--- src/core/tcb_pkg.sv ---
package tcb_pkg;

  // ****************************************************************
  // Register indices on the 8-bit I/O port
  // ****************************************************************
  localparam logic [3:0] ADDR_CTRL_A = 4'h0;
  localparam logic [3:0] ADDR_CTRL_B = 4'h1;
  localparam logic [3:0] ADDR_COUNT_LO = 4'h4;
  localparam logic [3:0] ADDR_COUNT_HI = 4'h5;
  localparam logic [3:0] ADDR_CAPT_LO = 4'h6;
  localparam logic [3:0] ADDR_CAPT_HI = 4'h7;
  localparam logic [3:0] ADDR_CMPA_LO = 4'h8;
  localparam logic [3:0] ADDR_CMPA_HI = 4'h9;
  localparam logic [3:0] ADDR_CMPB_LO = 4'ha;
  localparam logic [3:0] ADDR_CMPB_HI = 4'hb;
  localparam logic [3:0] ADDR_FLAGS = 4'hc;

  // ****************************************************************
  // Field positions
  // ****************************************************************
  localparam int CTRLA_WGM_LSB = 0;
  localparam int CTRLB_CS_LSB = 0;
  localparam int CTRLB_WGM_LSB = 3;
  localparam int FLAG_OVF_BIT = 0;

  // ****************************************************************
  // Reset values
  // ****************************************************************
  localparam logic [7:0] CTRL_A_RESET = 8'h00;
  localparam logic [7:0] CTRL_B_RESET = 8'h00;
  localparam logic [15:0] COUNT_RESET = 16'h0000;
  localparam logic [15:0] CMP_RESET = 16'h0000;
  localparam logic [15:0] CAPT_RESET = 16'h0000;
  localparam logic [7:0] LATCH_RESET = 8'h00;
  localparam logic [7:0] RDATA_RESET = 8'h00;

  // ****************************************************************
  // Count limits
  // ****************************************************************
  localparam logic [15:0] COUNT_MAX = 16'hffff;
  localparam logic [15:0] COUNT_BOTTOM = 16'h0000;
  localparam logic [15:0] TOP_8BIT = 16'h00ff;
  localparam logic [15:0] TOP_9BIT = 16'h01ff;
  localparam logic [15:0] TOP_10BIT = 16'h03ff;

  // ****************************************************************
  // Clock select codes and prescaler masks
  // ****************************************************************
  localparam logic [2:0] CS_STOP = 3'h0;
  localparam logic [2:0] CS_DIV1 = 3'h1;
  localparam logic [2:0] CS_DIV8 = 3'h2;
  localparam logic [2:0] CS_DIV64 = 3'h3;
  localparam logic [2:0] CS_DIV256 = 3'h4;
  localparam logic [2:0] CS_DIV1024 = 3'h5;
  localparam logic [2:0] CS_EXT_FALL = 3'h6;
  localparam logic [2:0] CS_EXT_RISE = 3'h7;
  localparam logic [9:0] PRE_MASK_8 = 10'h007;
  localparam logic [9:0] PRE_MASK_64 = 10'h03f;
  localparam logic [9:0] PRE_MASK_256 = 10'h0ff;
  localparam logic [9:0] PRE_MASK_1024 = 10'h3ff;

  // ****************************************************************
  // Types
  // ****************************************************************
  typedef enum logic [1:0] {
    SLOPE_UP = 2'b01,
    SLOPE_DOWN = 2'b10
  } tcb_slope_t;

  typedef enum logic [2:0] {
    KIND_LINEAR = 3'b001,
    KIND_FAST = 3'b010,
    KIND_DUAL = 3'b100
  } tcb_kind_t;

  // ****************************************************************
  // Mode decoding
  // ****************************************************************
  function automatic logic [15:0] tcb_mode_top(input logic [3:0] wgm,
                                               input logic [15:0] cmpa,
                                               input logic [15:0] capt);
    case (wgm)
      4'h1, 4'h5: tcb_mode_top = TOP_8BIT;
      4'h2, 4'h6: tcb_mode_top = TOP_9BIT;
      4'h3, 4'h7: tcb_mode_top = TOP_10BIT;
      4'h4, 4'h9, 4'hb, 4'hf: tcb_mode_top = cmpa;
      4'h8, 4'ha, 4'hc, 4'he: tcb_mode_top = capt;
      default: tcb_mode_top = COUNT_MAX;
    endcase
  endfunction : tcb_mode_top

  function automatic tcb_kind_t tcb_mode_kind(input logic [3:0] wgm);
    case (wgm)
      4'h5, 4'h6, 4'h7, 4'he, 4'hf: tcb_mode_kind = KIND_FAST;
      4'h1, 4'h2, 4'h3, 4'h8, 4'h9, 4'ha, 4'hb: tcb_mode_kind = KIND_DUAL;
      default: tcb_mode_kind = KIND_LINEAR;
    endcase
  endfunction : tcb_mode_kind

  function automatic logic tcb_capt_is_top(input logic [3:0] wgm);
    tcb_capt_is_top = (wgm == 4'h8) || (wgm == 4'ha) || (wgm == 4'hc) || (wgm == 4'he);
  endfunction : tcb_capt_is_top

endpackage : tcb_pkg
--- src/core/tcb_clock_select.sv ---
`timescale 1ns/1ps
module tcb_clock_select
  import tcb_pkg::*;
(
  // Clock and control
  input wire logic clk_in,
  input wire logic reset_n_in,
  input wire logic clk_en_in,
  // Source selection
  input wire logic [2:0] clock_select_field_in,
  input wire logic ext_clk_in,
  // Timer tick, one cycle wide
  output logic timer_tick_out
);

  logic [9:0] prescale;
  logic [9:0] next_prescale;
  logic ext_prev;
  logic next_ext_prev;

  always_comb begin
    next_prescale = prescale + 10'h001;
    next_ext_prev = ext_clk_in;
    case (clock_select_field_in)
      CS_STOP: timer_tick_out = 1'b0;
      CS_DIV1: timer_tick_out = 1'b1;
      CS_DIV8: timer_tick_out = (prescale & PRE_MASK_8) == PRE_MASK_8;
      CS_DIV64: timer_tick_out = (prescale & PRE_MASK_64) == PRE_MASK_64;
      CS_DIV256: timer_tick_out = (prescale & PRE_MASK_256) == PRE_MASK_256;
      CS_DIV1024: timer_tick_out = (prescale & PRE_MASK_1024) == PRE_MASK_1024;
      CS_EXT_FALL: timer_tick_out = ext_prev && !ext_clk_in;
      CS_EXT_RISE: timer_tick_out = !ext_prev && ext_clk_in;
      default: timer_tick_out = 1'b0;
    endcase
  end

  // Prescaler runs free so that switching source never waits for a wrap
  always_ff @(posedge clk_in) begin
    if (!reset_n_in) begin
      prescale <= 10'h000;
      ext_prev <= 1'b0;
    end else if (clk_en_in) begin
      prescale <= next_prescale;
      ext_prev <= next_ext_prev;
    end
  end

endmodule : tcb_clock_select

--- src/core/tcb_core.sv ---
// Operation
// - Sixteen-bit counter that counts up or down.
// - Counter seen as two byte locations, upper and lower byte.
// - Upper-byte location accesses the shared latch, not the counter.
// - Reading lower byte copies counter upper byte into the latch that cycle.
// - Writing lower byte loads counter from latch plus written byte.
// - Whole sixteen-bit read or write takes effect in one clock.
// - Each timer tick clears, increments or decrements per mode.
// - Counting changes the value by exactly one in the current direction.
// - Internal direction state selects increment or decrement.
// - Clear forces every counter bit to zero.
// - Top indication when counter equals the sequence's highest value.
// - Bottom indication when counter equals zero.
// - Three-bit clock select in control B picks the tick source.
// - Clock select zero gives no tick; counter stops.
// - Counter readable and writable with or without ticks.
// - Processor write beats a same-cycle clear or count.
// - Four-bit waveform mode across control A and B sets sequence.
// - Overflow flag set where mode says; may drive an interrupt.
// - Latch holds across lower-byte writes; one upper byte serves many.
// - One latch shared by counter, both compare and capture registers.
// - Compare register reads return both bytes directly, no latch.
// - Counter maximum is 0xffff, bottom is 0x0000.
`timescale 1ns/1ps
module tcb_core
  import tcb_pkg::*;
(
  // Clock, reset, enable
  input wire logic clk_in,
  input wire logic reset_n_in,
  input wire logic clk_en_in,
  // Processor I/O port
  input wire logic [3:0] io_addr_in,
  input wire logic io_wr_in,
  input wire logic io_rd_in,
  input wire logic [7:0] io_wdata_in,
  output logic [7:0] io_rdata_out,
  // Timer pins and events
  input wire logic ext_clk_in,
  input wire logic capture_strobe_in,
  // Status towards waveform and interrupt logic
  output logic [15:0] timer_count_value_out,
  output logic top_out,
  output logic bottom_out,
  output logic count_down_out,
  output logic counter_overflow_flag_out
);

  // ****************************************************************
  // State
  // ****************************************************************
  logic [7:0] control_reg_a;
  logic [7:0] control_reg_b;
  logic [15:0] count;
  logic [15:0] cmpa;
  logic [15:0] cmpb;
  logic [15:0] capt;
  logic ovf;
  tcb_slope_t slope;
  logic [7:0] next_control_reg_a;
  logic [7:0] next_control_reg_b;
  logic [15:0] next_count;
  logic [15:0] next_cmpa;
  logic [15:0] next_cmpb;
  logic [15:0] next_capt;
  logic next_ovf;
  tcb_slope_t next_slope;
  logic [7:0] next_rdata;
  logic next_top;
  logic next_bottom;

  // ****************************************************************
  // Decoded access and mode
  // ****************************************************************
  logic wr_count_lo;
  logic rd_count_lo;
  logic rd_capt_lo;
  logic wr_any_hi;
  logic tick;
  logic ovf_event;
  logic [7:0] latch;
  logic [7:0] snap_byte;
  logic [3:0] wgm;
  logic [2:0] clock_select_field;
  logic [15:0] top_value;
  tcb_kind_t kind;

  assign wgm = {control_reg_b[CTRLB_WGM_LSB+1:CTRLB_WGM_LSB],
                control_reg_a[CTRLA_WGM_LSB+1:CTRLA_WGM_LSB]};
  assign clock_select_field = control_reg_b[CTRLB_CS_LSB+2:CTRLB_CS_LSB];
  assign top_value = tcb_mode_top(wgm, cmpa, capt);
  assign kind = tcb_mode_kind(wgm);

  assign wr_count_lo = io_wr_in && (io_addr_in == ADDR_COUNT_LO);
  assign rd_count_lo = io_rd_in && (io_addr_in == ADDR_COUNT_LO);
  assign rd_capt_lo = io_rd_in && (io_addr_in == ADDR_CAPT_LO);
  // Every upper-byte write lands in the one shared latch
  assign wr_any_hi = io_wr_in && ((io_addr_in == ADDR_COUNT_HI) ||
                                  (io_addr_in == ADDR_CAPT_HI) ||
                                  (io_addr_in == ADDR_CMPA_HI) ||
                                  (io_addr_in == ADDR_CMPB_HI));
  // Capture low read borrows the latch the same way a counter low read does
  assign snap_byte = rd_capt_lo ? capt[15:8] : count[15:8];

  // ****************************************************************
  // Tick source and shared latch
  // ****************************************************************
  // A new clock select acts from the edge after its write
  tcb_clock_select u_clock_select (
    .clk_in(clk_in),
    .reset_n_in(reset_n_in),
    .clk_en_in(clk_en_in),
    .clock_select_field_in(clock_select_field),
    .ext_clk_in(ext_clk_in),
    .timer_tick_out(tick)
  );

  // Snapshot load has priority; with one access a cycle the two never meet
  tcb_high_latch u_high_latch (
    .clk_in(clk_in),
    .reset_n_in(reset_n_in),
    .clk_en_in(clk_en_in),
    .load_cpu_in(wr_any_hi),
    .cpu_byte_in(io_wdata_in),
    .load_snap_in(rd_count_lo || rd_capt_lo),
    .snap_byte_in(snap_byte),
    .latch_out(latch)
  );

  // ****************************************************************
  // Counter sequence
  // ****************************************************************
  always_comb begin
    next_count = count;
    next_slope = slope;
    ovf_event = 1'b0;
    if (wr_count_lo) begin
      // A lost tick is the price of letting software own the value
      next_count = {latch, io_wdata_in};
    end else if (tick) begin
      case (kind)
        KIND_LINEAR: begin
          next_slope = SLOPE_UP;
          ovf_event = (count == COUNT_MAX);
          if (count == top_value) begin
            next_count = COUNT_BOTTOM;
          end else begin
            next_count = count + 16'h0001;
          end
        end
        KIND_FAST: begin
          next_slope = SLOPE_UP;
          ovf_event = (count >= top_value);
          if (count >= top_value) begin
            next_count = COUNT_BOTTOM;
          end else begin
            next_count = count + 16'h0001;
          end
        end
        KIND_DUAL: begin
          case (slope)
            SLOPE_UP: begin
              if (count >= top_value) begin
                next_slope = SLOPE_DOWN;
                next_count = count - 16'h0001;
              end else begin
                next_count = count + 16'h0001;
              end
            end
            SLOPE_DOWN: begin
              if (count == COUNT_BOTTOM) begin
                ovf_event = 1'b1;
                next_slope = SLOPE_UP;
                next_count = count + 16'h0001;
              end else begin
                next_count = count - 16'h0001;
              end
            end
            default: begin
              next_slope = SLOPE_UP;
            end
          endcase
        end
        default: begin
          next_count = count;
        end
      endcase
    end
  end

  // ****************************************************************
  // Register file writes and overflow flag
  // ****************************************************************
  always_comb begin
    next_control_reg_a = control_reg_a;
    next_control_reg_b = control_reg_b;
    next_cmpa = cmpa;
    next_cmpb = cmpb;
    next_capt = capt;
    next_ovf = ovf;
    if (io_wr_in) begin
      case (io_addr_in)
        ADDR_CTRL_A: next_control_reg_a = io_wdata_in;
        ADDR_CTRL_B: next_control_reg_b = io_wdata_in;
        // Compare loads are immediate; a top taken from them is not double buffered
        ADDR_CMPA_LO: next_cmpa = {latch, io_wdata_in};
        ADDR_CMPB_LO: next_cmpb = {latch, io_wdata_in};
        ADDR_CAPT_LO: begin
          // Capture register is writable only while it defines the top
          if (tcb_capt_is_top(wgm)) begin
            next_capt = {latch, io_wdata_in};
          end
        end
        ADDR_FLAGS: begin
          if (io_wdata_in[FLAG_OVF_BIT]) begin
            next_ovf = 1'b0;
          end
        end
        default: begin
          next_ovf = ovf;
        end
      endcase
    end
    if (capture_strobe_in && !tcb_capt_is_top(wgm)) begin
      next_capt = count;
    end
    // Set placed last so a same-cycle clear cannot swallow the event
    if (ovf_event) begin
      next_ovf = 1'b1;
    end
  end

  // ****************************************************************
  // Read data and indications
  // ****************************************************************
  always_comb begin
    next_rdata = io_rdata_out;
    // Compare reads bypass the latch, so they never disturb a pending pair
    if (io_rd_in) begin
      case (io_addr_in)
        ADDR_CTRL_A: next_rdata = control_reg_a;
        ADDR_CTRL_B: next_rdata = control_reg_b;
        ADDR_COUNT_LO: next_rdata = count[7:0];
        ADDR_COUNT_HI: next_rdata = latch;
        ADDR_CAPT_LO: next_rdata = capt[7:0];
        ADDR_CAPT_HI: next_rdata = latch;
        ADDR_CMPA_LO: next_rdata = cmpa[7:0];
        ADDR_CMPA_HI: next_rdata = cmpa[15:8];
        ADDR_CMPB_LO: next_rdata = cmpb[7:0];
        ADDR_CMPB_HI: next_rdata = cmpb[15:8];
        ADDR_FLAGS: next_rdata = {7'h00, ovf};
        default: next_rdata = 8'h00;
      endcase
    end
    // Indications follow the value and mode that will stand next cycle
    next_top = (next_count == tcb_mode_top({next_control_reg_b[CTRLB_WGM_LSB+1:CTRLB_WGM_LSB],
                next_control_reg_a[CTRLA_WGM_LSB+1:CTRLA_WGM_LSB]},
                next_cmpa, next_capt));
    next_bottom = (next_count == COUNT_BOTTOM);
  end

  // ****************************************************************
  // Registers
  // ****************************************************************
  always_ff @(posedge clk_in) begin
    if (!reset_n_in) begin
      control_reg_a <= CTRL_A_RESET;
      control_reg_b <= CTRL_B_RESET;
      count <= COUNT_RESET;
      cmpa <= CMP_RESET;
      cmpb <= CMP_RESET;
      capt <= CAPT_RESET;
      ovf <= 1'b0;
      slope <= SLOPE_UP;
      io_rdata_out <= RDATA_RESET;
      top_out <= 1'b0;
      bottom_out <= 1'b1;
      timer_count_value_out <= COUNT_RESET;
      count_down_out <= 1'b0;
      counter_overflow_flag_out <= 1'b0;
    end else if (clk_en_in) begin
      control_reg_a <= next_control_reg_a;
      control_reg_b <= next_control_reg_b;
      count <= next_count;
      cmpa <= next_cmpa;
      cmpb <= next_cmpb;
      capt <= next_capt;
      ovf <= next_ovf;
      slope <= next_slope;
      io_rdata_out <= next_rdata;
      top_out <= next_top;
      bottom_out <= next_bottom;
      timer_count_value_out <= next_count;
      count_down_out <= (next_slope == SLOPE_DOWN);
      counter_overflow_flag_out <= next_ovf;
    end
  end

endmodule : tcb_core

--- src/core/tcb_high_latch.sv ---
`timescale 1ns/1ps
module tcb_high_latch
  import tcb_pkg::*;
(
  // Clock and control
  input wire logic clk_in,
  input wire logic reset_n_in,
  input wire logic clk_en_in,
  // Loads
  input wire logic load_cpu_in,
  input wire logic [7:0] cpu_byte_in,
  input wire logic load_snap_in,
  input wire logic [7:0] snap_byte_in,
  // Held byte
  output logic [7:0] latch_out
);

  logic [7:0] next_latch;

  // Only loads change it, so one high byte can serve several low-byte writes
  always_comb begin
    next_latch = latch_out;
    if (load_snap_in) begin
      next_latch = snap_byte_in;
    end else if (load_cpu_in) begin
      next_latch = cpu_byte_in;
    end
  end

  always_ff @(posedge clk_in) begin
    if (!reset_n_in) begin
      latch_out <= LATCH_RESET;
    end else if (clk_en_in) begin
      latch_out <= next_latch;
    end
  end

endmodule : tcb_high_latch

--- config.mk ---
export PLATFORM = sky130hd
export DESIGN_NAME = tcb_core
export DESIGN_NICKNAME = d
export VERILOG_FILES = /design/src/core/tcb_pkg.sv /design/src/core/tcb_clock_select.sv /design/src/core/tcb_core.sv /design/src/core/tcb_high_latch.sv
export SDC_FILE = /design/constraint.sdc
export NUM_CORES = 1
export LEC_CHECK = 0
export BUFFER_PORTS_ARGS = -buffer_cell sky130_fd_sc_hd__buf_2
export CAP_MARGIN = 20
export CELL_PAD_IN_SITES_DETAIL_PLACEMENT = 1
export CELL_PAD_IN_SITES_GLOBAL_PLACEMENT = 1
export CORE_MARGIN = 10
export CORE_UTILIZATION = 50
export DETAILED_ROUTE_END_ITERATION = 16
export PLACE_DENSITY_LB_ADDON = 0.1
export SETUP_SLACK_MARGIN = 0.1
export SLEW_MARGIN = 10
export SYNTH_ARGS = -nofsm -noshare
export SYNTH_HDL_FRONTEND = slang
export SYNTH_HIERARCHICAL = 1
export SYNTH_SLANG_ARGS = --single-unit
--- constraint.sdc ---
create_clock -name clk_in -period 7.2 [get_ports clk_in]
set_clock_uncertainty 0.05 [all_clocks]
set_input_delay 0.72 -clock clk_in [delete_from_list [all_inputs] [get_ports clk_in]]
set_output_delay 0.72 -clock clk_in [all_outputs]
set_load 0.05 [all_outputs]
==> results by group <==
Outcome
  – Outcome: finished clean

Yosys
  – Share of the synthesized area in the top cell type: 0.251
  – Cells after Synth: between 1,000 and 1,500
  – Post-synthesis cell area: between 0.009 and 0.01 mm^2
  – Main area contributors after synthesis: dfxtp_1 (25%), mux2i_1 (7.6%), a21oi_1 (5.9%)
  – Primary FF master, synth: dfxtp_1
  – Synth warn: 6
  – Synthesized flop and latch total: roughly 120
  – Post-synth EDFFs: 0
  – Net Count, Synth: about 1,300
  – Most frequent cells after synthesis: nand2_1 (140), nor2_1 (135), dfxtp_1 (116)
  – Ys async rst share: 0
  – Biggest area consumer among synthesized cells: dfxtp_1
  – Post-synthesis sequential area ratio: 0.251
  – Distinct cells, synth: 86
  – Most frequent cell after synthesis: nand2_1
  – Syn_area_per_cell: roughly 7.5 um^2

Setup path
  – CP Cell Sequence: nand2_1 > o21ai_1 > a211oi_1 > ha_1 > a41oi_1 > o21ai_0 > a21oi_1 > nand3_1 > a21oi_1 > a21oi_1 > o22a_1 > xnor2_1 > nor4b_1 > o21ai_0 > o22ai_1
  – CP startpoint kind: flip-flop
  – CP Class: reg -> reg
  – Crit path top cell by count: a21oi_1
  – CP max stage cell: dfxtp_1
  – Crit end category: flip-flop
  – Worst Path Required: 7.50 ns
  – Worst Path Arrival: around 6.3 ns
  – R2R depth: 15
  – CP max stage delay: 0.85 ns
  – CP max FO: 24
  – Buffers and inverters on the worst path: 0
  – Crit path max-delay family: compound AO/OA/AOI/OAI gates
  – WP depth: 15

CTS
  – Clock tree buffer depth: 2
  – H-tree depth: 4
  – Cts bufs inserted: 17
  – Hold-fix buffers, CTS: 0
  – Clk slew on worst S/H paths: 0.07 ns
  – Clk Tree Root Cell: clkbuf_16
  – CTS sink cnt: roughly 120
  – # Post-CTS Setup Buffers: 0
  – Worst-Skew Late Latency: about 0.43 ns
  – CTS resizes: 0
  – CTS tree: built

Route
  – DR vias/cell: 7.06
  – Iteration-0 DRC Markers: around 1,300
  – DR vias: ~10,000
  – Routed WL: 41,500 um
  – Routed len/inst: 28.0 um
  – DR DRC count: 0
  – Final antenna-violating net count: 0
  – Initial DRT Pass Iterations: 5

Global routing
  – Met1 Track Usage GR: 0.421
  – Tot GR Track Use: 0.336
  – Largest net degree at the start of global routing: 59
  – Met3 Use GR: 0.101
  – Met2 global-route usage: 0.518
  – First-pass GRT wire length: around 63,000 um
  – Congestion Overflow GR: 0
  – Antenna violations before repair: 2
  – Vias in the first global route: between 10,000 and 15,000
  – Busiest grt layer: met2

Cells and area
  – Fin cells: roughly 1,500
  – Final nets: 1,278
  – Layout area overhead: 9.74%
  – Share of layout cells above drive strength 1: 0.122
  – Filler cell count: ~2,300
  – Post-layout util: 0.560

STA
  – Fmax: 168 MHz
  – Worst-Margin Slew: between 1 and 1.5 ns
  – Max Slew Vio Count: 0
  – RSZ-0062 raised after global routing: false
  – Worst slew margin: 0.234
  – Final WS setup: 1.24 ns
  – Crit path time final: between 5 and 6 ns
  – Final Hold Fails: 0
  – Final Setup Violations: 0
  – Worst Hold Slack: 0.442 ns
  – Final TNS setup: 0 ns
  – Fin crit share: 0.828

Floorplanning
  – Initial Util: 0.511
  – Row cnt: around 50
  – # IOs: 47
  – Die Width: ~160 um
  – Die ar.: about 0.024 mm^2
  – Die H: approximately 160 um
  – Core Region: 0.0181 mm^2

Placement
  – Routability Congestion: 0.986
  – IO Port Bufs: 46
  – Placed Instances: approximately 1,400
  – Pre-CTS setup slack: about 1.4 ns
  – Placed wire-length estimate: 29,700 um

Power
  – Register share of total power: 0.350
  – Max IR drop VDD: around 170 uV
  – Cell-internal power: 0.00127 W
  – Psw: 0.000750 W
  – Clk pwr share: 0.422
  – Part of the power in combinational logic: 0.228
  – Switching share of power: 0.372
  – Lkg Pwr: 3.75 nW
  – P per Cell Area: 199 mW/mm^2

Flow run
  – Maxcap violations: 0

Min path
  – Hold Crit Class: reg -> reg
  – Hold depth: 1
## placed cells by master (no fill, tap or decap), drive strengths merged, types with 7 or more instances in the layout
master and instances:
nand2 141, xnor2 16, inv 34, nand2b 13, o21ai 50, ha 22, o31ai 10, nor2 135
nand3 38, o211ai 20, nor4 17, nand4 13, or4 10, a31oi 10, dfxtp 116, nor2b 10
nor3 37, nor3b 9, a221oi 14, a22o 13, mux2 14, nand3b 11, a211oi 39, a21oi 109
a21o 7, clkbuf 17, or3 15, and3 16, a22oi 16, and2 23, nand4bb 8, mux2i 70
buf 80
## sequential cells by signal (all words and copies together) (netlist names), 2 cells and up
signal	flops
capt	16
cmpa	16
cmpb	16
control_reg_a	8
control_reg_b	8
count	16
io_rdata_out	8
kind	3
slope	2
u_clock_select/prescale	10
u_high_latch/latch_out	8
## metal layers
metal	up-vias	wire length (um)
met1	5090	16400
met5	-	17
met2	604	18300
met4	2	2010
li1	4603	-
met3	144	4730
## layout make-up
| cell class | instances | area (um^2) | share of cell area |
|---|---|---|---|
| multi-input cells | 998 | 6380 | 0.630 |
| flip-flops and latches | 116 | 2320 | 0.229 |
| repair buffers | 80 | 485 | 0.0479 |
| clock buffers | 17 | 425 | 0.0420 |
| well taps | 229 | 287 | 0.0283 |
| clock inverters | 15 | 138 | 0.0136 |
| inverters | 24 | 90.1 | 0.00889 |
| diodes | 1 | 2.50 | 0.000247 |
## final timing paths
check | startpoint | end | slack, ns
hold reg to reg | count[2] | count[2] | 0.44
hold / removal | count[2] | count[2] | 0.44
setup / recovery | control_reg_a[0] | top_out | 1.24
setup reg to reg | control_reg_a[0] | top_out | 1.24
## metrics by stage
stage	area [um^2]	power, W
after floorplan	9230	0.00100
after CTS	10100	0.00200
after detailed placement	9560	0.00116
after global routing	10100	0.00208
final	10100	0.00202
after global placement	9560	0.00115
## power groups by stage
stage	Sequential, W	Clock [W]	Combinational (W)
floorplan	0.000716	0	0.000289
global placement	0.000716	0	0.000433
detailed placement	0.000717	0	0.000441
CTS	0.000703	0.000848	0.000446
global route	0.000707	0.000879	0.000490
finish	0.000706	0.000850	0.000460
## cell families (layout without fill, tap and decap cells)
group / count (synthesis) / in the layout / synth area share
xor gates and xnor gates: 22 / 22 / 0.0209
AOI/OAI and AO/OA: 356 / 356 / 0.263
DFF: 116 / 116 / 0.251
muxes: 85 / 85 / 0.0954
buffers and inverters: 122 / 136 / 0.0589
other: 0 / 1 / 0
adders and majority gates: 22 / 22 / 0.0298
and+or+nand+nor: 513 / 513 / 0.280
Note: power is estimated with default switching activity, not from simulation.
